===== config.mk =====
export PLATFORM = sky130hd
export DESIGN_NAME = pbc_pin_mux
export DESIGN_NICKNAME = d
export VERILOG_FILES = /design/src/core/pbc_pkg.sv /design/src/core/pbc_edge_detect.sv /design/src/core/pbc_pin_mux.sv
export SDC_FILE = /design/constraint.sdc
export NUM_CORES = 1
export LEC_CHECK = 0
export ABC_AREA = 1
export BUFFER_PORTS_ARGS = -buffer_cell sky130_fd_sc_hd__buf_2
export CAP_MARGIN = 20
export CORE_MARGIN = 4
export CORE_UTILIZATION = 36
export CTS_CLUSTER_SIZE = 40
export DETAILED_ROUTE_END_ITERATION = 10
export PLACE_DENSITY = 0.63
export SYNTH_ARGS = -nofsm -noshare
export SYNTH_HDL_FRONTEND = slang
export SYNTH_HIERARCHICAL = 1
export SYNTH_SLANG_ARGS = --single-unit

===== constraint.sdc =====
create_clock -name ref_clk_in -period 1 [get_ports ref_clk_in]
set_input_delay 0.1 -clock ref_clk_in [delete_from_list [all_inputs] [get_ports ref_clk_in]]
set_output_delay 0.1 -clock ref_clk_in [all_outputs]
set_load 0.01 [all_outputs]

===== src/core/pbc_pkg.sv =====
// pbc_pkg: constants and types shared by the port b / port c pin multiplexer
package pbc_pkg;
   // interface_config low field: owner of port b bits 3..7 when alt select bit is 0
   localparam logic [1:0] PBC_IF_PORTS = 2'h0;
   localparam logic [1:0] PBC_IF_CPU_BUS = 2'h1;
   localparam logic [1:0] PBC_IF_WAVE = 2'h2;
   localparam logic [1:0] PBC_IF_FIFO = 2'h3;
   // pin bit positions inside the eight pin vector
   localparam int PBC_B3 = 0;
   localparam int PBC_B4 = 1;
   localparam int PBC_B5 = 2;
   localparam int PBC_B6 = 3;
   localparam int PBC_B7 = 4;
   localparam int PBC_C0 = 5;
   localparam int PBC_C1 = 6;
   localparam int PBC_C2 = 7;
   localparam int PBC_PINS = 8;
   // values after reset
   localparam logic [7:0] PBC_PIN_OUT_RST = 8'h00;
   localparam logic [7:0] PBC_PIN_OE_RST = 8'h00;
   localparam logic [7:0] PBC_PIN_SYNC_RST = 8'hFF;
   localparam logic [4:0] PBC_BUS_RST = 5'h00;
   // owner encoding of each pin
   typedef enum logic [4:0] {
      PBC_OWN_GPIO = 5'b0_0001,
      PBC_OWN_ALT = 5'b0_0010,
      PBC_OWN_CPU = 5'b0_0100,
      PBC_OWN_WAVE = 5'b0_1000,
      PBC_OWN_FIFO = 5'b1_0000
   } pbc_owner_t;
endpackage : pbc_pkg


===== src/core/pbc_edge_detect.sv =====
// pbc_edge_detect: rising and falling edge pulses of one registered pin level
module pbc_edge_detect (
   // clock and reset
   input wire logic ref_clk_in,
   input wire logic resetn_in,
   // sampled pin level
   input wire logic level_in,
   // edge pulses
   output logic rise_out,
   output logic fall_out
);
   import pbc_pkg::*;

   typedef struct packed {
      logic prev;
      logic rise;
      logic fall;
   } pbc_edge_state_t;

   pbc_edge_state_t st_reg;
   pbc_edge_state_t st_next;

   always_comb begin
      st_next = st_reg;
      st_next.prev = level_in;
      st_next.rise = level_in & ~st_reg.prev;
      st_next.fall = ~level_in & st_reg.prev;
   end

   // idle high matches the reset value of the pin sampler, so no false edge
   always_ff @(posedge ref_clk_in or negedge resetn_in) begin
      if (!resetn_in) begin
         st_reg <= '{prev: 1'b1, rise: 1'b0, fall: 1'b0};
      end else begin
         st_reg <= st_next;
      end
   end

   assign rise_out = st_reg.rise;
   assign fall_out = st_reg.fall;
endmodule : pbc_edge_detect


===== src/core/pbc_pin_mux.sv =====
// pbc_pin_mux: owner selection for port b bits 3..7 and port c bits 0..2
// Overview of operation
// - port b owner from alt bit and config
// - port c 0/1 from alt and wave select
// - port c bit two: gpio or irq0 only
// - serial transmit: clock sync, data async
// - serial0 receive from pin when c0 alt owned
// - irq four and six on rising edge
// - irq five active low, falling edge
// - timer2 overflow pin high one cycle
// - irq0 active low, edge or level
// - wave engine takes port c ready inputs
// - port b carries cpu, wave or fifo bus
module pbc_pin_mux (
   // clock and reset
   input wire logic ref_clk_in,
   input wire logic resetn_in,
   // selection bits from the processor
   input wire logic [7:3] port_b_alt_select_in,
   input wire logic [2:0] port_c_alt_select_in,
   input wire logic [1:0] port_c_wave_select_in,
   input wire logic [1:0] interface_config_in,
   input wire logic irq0_trigger_type_in,
   // pin pad signals, index by pbc_pkg pin positions
   input wire logic [pbc_pkg::PBC_PINS-1:0] pin_in,
   output logic [pbc_pkg::PBC_PINS-1:0] pin_out,
   output logic [pbc_pkg::PBC_PINS-1:0] pin_oe_out,
   // general purpose port bits
   input wire logic [pbc_pkg::PBC_PINS-1:0] gpio_data_in,
   input wire logic [pbc_pkg::PBC_PINS-1:0] gpio_dir_in,
   output logic [pbc_pkg::PBC_PINS-1:0] gpio_read_out,
   // serial ports
   input wire logic serial0_sync_mode_in,
   input wire logic serial0_shift_clk_in,
   input wire logic serial0_tx_data_in,
   input wire logic serial1_sync_mode_in,
   input wire logic serial1_shift_clk_in,
   input wire logic serial1_tx_data_in,
   output logic serial0_receive_out,
   // interrupt requests
   output logic ext_irq_four_out,
   output logic ext_irq_five_out,
   output logic ext_irq_six_out,
   output logic ext_irq_zero_out,
   // timer 2
   input wire logic timer2_overflow_in,
   // shared bus bits 3..7 (processor, waveform engine, fifo a)
   input wire logic [7:3] cpu_bus_data_in,
   input wire logic cpu_bus_oe_in,
   input wire logic [7:3] wave_data_bus_a_in,
   input wire logic wave_data_oe_in,
   input wire logic [7:3] fifo_a_data_bus_in,
   input wire logic fifo_a_data_oe_in,
   output logic [7:3] cpu_bus_read_out,
   output logic [7:3] wave_data_bus_a_out,
   output logic [7:3] fifo_a_data_bus_out,
   // waveform engine ready inputs
   output logic wave_ready_in_zero_out,
   output logic wave_ready_in_one_out
);
   import pbc_pkg::*;

   // latency from a pin change: one sampling flop, then one stage more for
   // the gpio, bus, receive and ready reads; edge requests add the detector,
   // three cycles in all, while the level request of irq0 takes two.
   // drive side: owner and value are registered once, one cycle behind the
   // inputs; the price of flop outputs on every pad.

   typedef struct packed {
      logic [PBC_PINS-1:0] sync;
      logic [PBC_PINS-1:0] out;
      logic [PBC_PINS-1:0] oe;
      logic [PBC_PINS-1:0] gpio_rd;
      logic [4:0] cpu_rd;
      logic [4:0] wave_rd;
      logic [4:0] fifo_rd;
      logic rx0;
      logic wave_ready_in_zero;
      logic wave_ready_in_one;
      logic irq4;
      logic irq5;
      logic irq6;
      logic irq0;
   } pbc_state_t;

   pbc_state_t st_reg;
   pbc_state_t st_next;
   pbc_owner_t owner [PBC_PINS];
   logic [PBC_PINS-1:0] alt_out;
   logic [PBC_PINS-1:0] alt_is_out;
   // padded to the pin vector so the per pin loop never indexes past the bus
   logic [PBC_PINS-1:0] bus_out;
   logic [PBC_PINS-1:0] bus_oe;
   logic rise_b4;
   logic fall_b5;
   logic rise_b6;
   logic fall_c2;

   ////////////////////////////////////////////////////////////////////////////
   // owner of each pin

   always_comb begin
      pbc_owner_t b_default;
      b_default = PBC_OWN_GPIO;
      unique case (interface_config_in)
         PBC_IF_PORTS: b_default = PBC_OWN_GPIO;
         PBC_IF_CPU_BUS: b_default = PBC_OWN_CPU;
         PBC_IF_WAVE: b_default = PBC_OWN_WAVE;
         PBC_IF_FIFO: b_default = PBC_OWN_FIFO;
      endcase
      // a port b pin with its alt bit clear follows the interface field
      for (int i = 0; i < 5; i++) begin
         owner[i] = port_b_alt_select_in[i+3] ? PBC_OWN_ALT : b_default;
      end
      // port c 0/1 owner, wave select wins over alt
      for (int i = 0; i < 2; i++) begin
         if (port_c_wave_select_in[i]) begin
            owner[PBC_C0+i] = PBC_OWN_WAVE;
         end else if (port_c_alt_select_in[i]) begin
            owner[PBC_C0+i] = PBC_OWN_ALT;
         end else begin
            owner[PBC_C0+i] = PBC_OWN_GPIO;
         end
      end
      owner[PBC_C2] = port_c_alt_select_in[2] ? PBC_OWN_ALT : PBC_OWN_GPIO;
   end

   ////////////////////////////////////////////////////////////////////////////
   // alternate function drive values

   always_comb begin
      alt_out = '0;
      alt_is_out = '0;
      // alt owned input pins (irq, receive) keep their drivers off
      // serial1 transmit on port b bit three
      alt_out[PBC_B3] = serial1_sync_mode_in ? serial1_shift_clk_in : serial1_tx_data_in;
      alt_is_out[PBC_B3] = 1'b1;
      // overflow pulse, one cycle per event
      alt_out[PBC_B7] = timer2_overflow_in;
      alt_is_out[PBC_B7] = 1'b1;
      // serial0 transmit on port c bit one
      alt_out[PBC_C1] = serial0_sync_mode_in ? serial0_shift_clk_in : serial0_tx_data_in;
      alt_is_out[PBC_C1] = 1'b1;
   end

   // one shared enable per bus owner; all five bus bits turn together
   always_comb begin
      bus_out = {3'b000, cpu_bus_data_in};
      bus_oe = '0;
      if (interface_config_in == PBC_IF_CPU_BUS) begin
         bus_out = {3'b000, cpu_bus_data_in};
         bus_oe = {3'b000, {5{cpu_bus_oe_in}}};
      end else if (interface_config_in == PBC_IF_WAVE) begin
         bus_out = {3'b000, wave_data_bus_a_in};
         bus_oe = {3'b000, {5{wave_data_oe_in}}};
      end else if (interface_config_in == PBC_IF_FIFO) begin
         bus_out = {3'b000, fifo_a_data_bus_in};
         bus_oe = {3'b000, {5{fifo_a_data_oe_in}}};
      end
   end

   ////////////////////////////////////////////////////////////////////////////
   // edge detectors on sampled pins
   // pins are synchronous, so the single sampling flop feeds the detectors

   pbc_edge_detect u_edge_b4 (
      .ref_clk_in(ref_clk_in),
      .resetn_in(resetn_in),
      .level_in(st_reg.sync[PBC_B4]),
      .rise_out(rise_b4),
      .fall_out()
   );

   pbc_edge_detect u_edge_b5 (
      .ref_clk_in(ref_clk_in),
      .resetn_in(resetn_in),
      .level_in(st_reg.sync[PBC_B5]),
      .rise_out(),
      .fall_out(fall_b5)
   );

   pbc_edge_detect u_edge_b6 (
      .ref_clk_in(ref_clk_in),
      .resetn_in(resetn_in),
      .level_in(st_reg.sync[PBC_B6]),
      .rise_out(rise_b6),
      .fall_out()
   );

   // falling edge for irq0 edge mode
   pbc_edge_detect u_edge_c2 (
      .ref_clk_in(ref_clk_in),
      .resetn_in(resetn_in),
      .level_in(st_reg.sync[PBC_C2]),
      .rise_out(),
      .fall_out(fall_c2)
   );

   ////////////////////////////////////////////////////////////////////////////
   // next state

   always_comb begin
      st_next = st_reg;
      st_next.sync = pin_in;
      st_next.gpio_rd = st_reg.sync;
      for (int i = 0; i < PBC_PINS; i++) begin
         st_next.out[i] = 1'b0;
         st_next.oe[i] = 1'b0;
         unique case (owner[i])
            PBC_OWN_GPIO: begin
               st_next.out[i] = gpio_data_in[i];
               st_next.oe[i] = gpio_dir_in[i];
            end
            PBC_OWN_ALT: begin
               st_next.out[i] = alt_out[i];
               st_next.oe[i] = alt_is_out[i];
            end
            PBC_OWN_CPU, PBC_OWN_WAVE, PBC_OWN_FIFO: begin
               // port c pins carry no bus bit; wave owned c0/c1 are inputs only
               if (i < 5) begin
                  st_next.out[i] = bus_out[i];
                  st_next.oe[i] = bus_oe[i];
               end
            end
         endcase
      end
      // bus read data only to the owning engine
      st_next.cpu_rd = PBC_BUS_RST;
      st_next.wave_rd = PBC_BUS_RST;
      st_next.fifo_rd = PBC_BUS_RST;
      unique case (interface_config_in)
         PBC_IF_PORTS: ;
         PBC_IF_CPU_BUS: st_next.cpu_rd = st_reg.sync[4:0];
         PBC_IF_WAVE: st_next.wave_rd = st_reg.sync[4:0];
         PBC_IF_FIFO: st_next.fifo_rd = st_reg.sync[4:0];
      endcase
      // receive data only when c0 is alt owned; idle high when not owned
      // idle high looks like a quiet line, so no false start bit
      st_next.rx0 = (owner[PBC_C0] == PBC_OWN_ALT) ? st_reg.sync[PBC_C0] : 1'b1;
      // ready inputs to the waveform engine
      st_next.wave_ready_in_zero = (owner[PBC_C0] == PBC_OWN_WAVE) & st_reg.sync[PBC_C0];
      st_next.wave_ready_in_one = (owner[PBC_C1] == PBC_OWN_WAVE) & st_reg.sync[PBC_C1];
      st_next.irq4 = (owner[PBC_B4] == PBC_OWN_ALT) & rise_b4;
      st_next.irq6 = (owner[PBC_B6] == PBC_OWN_ALT) & rise_b6;
      st_next.irq5 = (owner[PBC_B5] == PBC_OWN_ALT) & fall_b5;
      // edge pulse or low level
      // level mode has no memory: the request drops two cycles after the pin rises
      st_next.irq0 = (owner[PBC_C2] == PBC_OWN_ALT) &
                     (irq0_trigger_type_in ? fall_c2 : ~st_reg.sync[PBC_C2]);
   end

   ////////////////////////////////////////////////////////////////////////////
   // state register

   // fields spelled out so the pin vector and bus reset values are package constants
   // all pins gpio inputs after reset
   always_ff @(posedge ref_clk_in or negedge resetn_in) begin
      if (!resetn_in) begin
         st_reg.sync <= PBC_PIN_SYNC_RST;
         st_reg.out <= PBC_PIN_OUT_RST;
         st_reg.oe <= PBC_PIN_OE_RST;
         st_reg.gpio_rd <= PBC_PIN_SYNC_RST;
         st_reg.cpu_rd <= PBC_BUS_RST;
         st_reg.wave_rd <= PBC_BUS_RST;
         st_reg.fifo_rd <= PBC_BUS_RST;
         st_reg.rx0 <= 1'b1;
         st_reg.wave_ready_in_zero <= 1'b0;
         st_reg.wave_ready_in_one <= 1'b0;
         st_reg.irq4 <= 1'b0;
         st_reg.irq5 <= 1'b0;
         st_reg.irq6 <= 1'b0;
         st_reg.irq0 <= 1'b0;
      end else begin
         st_reg <= st_next;
      end
   end

   ////////////////////////////////////////////////////////////////////////////
   // outputs, all straight from flip-flops

   assign pin_out = st_reg.out;
   assign pin_oe_out = st_reg.oe;
   assign gpio_read_out = st_reg.gpio_rd;
   assign serial0_receive_out = st_reg.rx0;
   assign ext_irq_four_out = st_reg.irq4;
   assign ext_irq_five_out = st_reg.irq5;
   assign ext_irq_six_out = st_reg.irq6;
   assign ext_irq_zero_out = st_reg.irq0;
   assign cpu_bus_read_out = st_reg.cpu_rd;
   assign wave_data_bus_a_out = st_reg.wave_rd;
   assign fifo_a_data_bus_out = st_reg.fifo_rd;
   assign wave_ready_in_zero_out = st_reg.wave_ready_in_zero;
   assign wave_ready_in_one_out = st_reg.wave_ready_in_one;
endmodule : pbc_pin_mux


==> metrics.cfg <==
[timing]
maxSlewViolCount=0
relSlewSlack_pct=79.4
hold_violations=0
clock_skew_ns=0.00501
tightest_slew_ns=0.308
timing.hold.ws_ns=0.0218
setup_violations=9
clock.fmax_mhz=948
fin_tns_setup_ns=-0.395
fin_crit_ns=1.05
rsz0062_at_grt=true
layout_setup_ws_ns=-0.0544
post-route-period-util_pct=105

[route]
drt-total-wl_um=5430
postRouteAntennaNets=0
viasPerCell=4.30
drcViolationCount=0
dr.first_iter.drc_count=71
wl_per_cell_um=12.8
num_vias=1826
drtPass1Iterations=4

[clock_network]
clock_latency_ns=0.32
tritoncts=done
cts.sinks=62
post-cts-setup-buffers=0
clock_path_buffers=2
cts_made_buffers=9
root_buffer=clkbuf_8
clkSlewWorstSetupHoldPaths_ns=0.07
htreeDepth=3

[die]
rows=28
num_io_pins=110
core_area_um2=5960
start_util_pct=37.4
dieHeight_um=86.7
dieWidth_um=86.7
dieArea_um2=7510

[placed_design]
place_inst=383
placed_area_um2=2860
gp_congestion=0.776
dp_hpwl_um=3880
place_ws_ns=0.104
io_buffers=109

[layout]
synthToLayoutAreaGrowth_pct=50.7
fin_util_pct=56.3
fin_area_um2=3360
final_cell_mix=buf_2 (100), dfrtp_1 (41), nand2_1 (39)
finalNetCount=409
diodes=0
drive_gt1_share_pct=45.4
final_common_cell=buf_2
fin_cells=425

[hold_path]
hold_class=primary input to flip-flop

[yosys]
yosysWarnings=6
syn_nets=263
syn-cell-area_um2=2230
syn_area_per_cell_um2=11.2
synthCells=199

[power_and_ir_drop]
p_total_mw=5.29
powerDensity_nw_per_um2=1580
vdd_ir_drop_max_uv=982
p_leak_nw=1.85

[outcome]
outcome=finished with violations
violations=setup timing

[critical_path]
crit_family=flip-flops
cp.required_ns=0.90
cp-start-kind=flip-flop
path_max_fanout=1
cp-end-kind=output port
crit_buf_inv=1
path_cells=buf_6
crit_arrival_ns=0.95
cpPeakStageDelay_ns=0.54
cp_slowest_cell=dfstp_2
criticalPathCategory=flip-flop to output port

[global_routing]
grt_pass1_wl_um=8270
antenna_found_initial=0
grt.overflow.total=0
grt_max_degree=63
grt_util_all_layers_pct=14.9
grt_pass1_vias=1774

[flow_run]
drv_cap=0

cell type report:
class	instances	area, um^2
Fill cell	537	2600
Multi-Input combinational cell	106	500
Clock inverter	5	33.8
Inverter	27	104
Tap cell	75	93.8
Timing Repair Buffer	139	905
Clock buffer	11	141
Sequential cell	62	1580
timing repair:
item                                    in CTS  in global routing
endpoints found under the setup margin       9                  9
hold buffers                                26                  0
gates resized for setup                      9                  0
hold endpoints to repair                    65                  0
metal layers:
| layer | up-vias | track usage [%] | wire [um] |
|---|---|---|---|
| met5 | - | 0 | 0 |
| met4 | 0 | 8.78 | 127 |
| met3 | 11 | 4.47 | 462 |
| met2 | 72 | 23.6 | 2670 |
| met1 | 839 | 17.9 | 2170 |
| li1 | 904 | - | - |
report_power, final:
| part | internal, mW | total, mW | switching, mW |
|---|---|---|---|
| registers | 2.67 | 2.72 | 0.0460 |
| clock network | 0.966 | 1.91 | 0.939 |
| logic | 0.326 | 0.667 | 0.341 |
worst paths after layout:
path | startpoint | endpoint | cells after the start | slack, ns
min in group asynchronous | resetn_in | wave_ready_in_one_out | 3 | 0.31
worst max-delay path | gpio_read_out[5] | gpio_read_out[5] | 1 | -0.05
worst min register to register | st_next[22] | gpio_read_out[0] | 0 | 0.36
max in group asynchronous | resetn_in | st_next[22] | 3 | 0.40
worst min-delay path | gpio_data_in[1] | pin_out[1] | 3 | 0.02
worst max register to register | st_next[27] | serial0_receive_out | 1 | 0.12
Power figures use the tool's default switching activity.
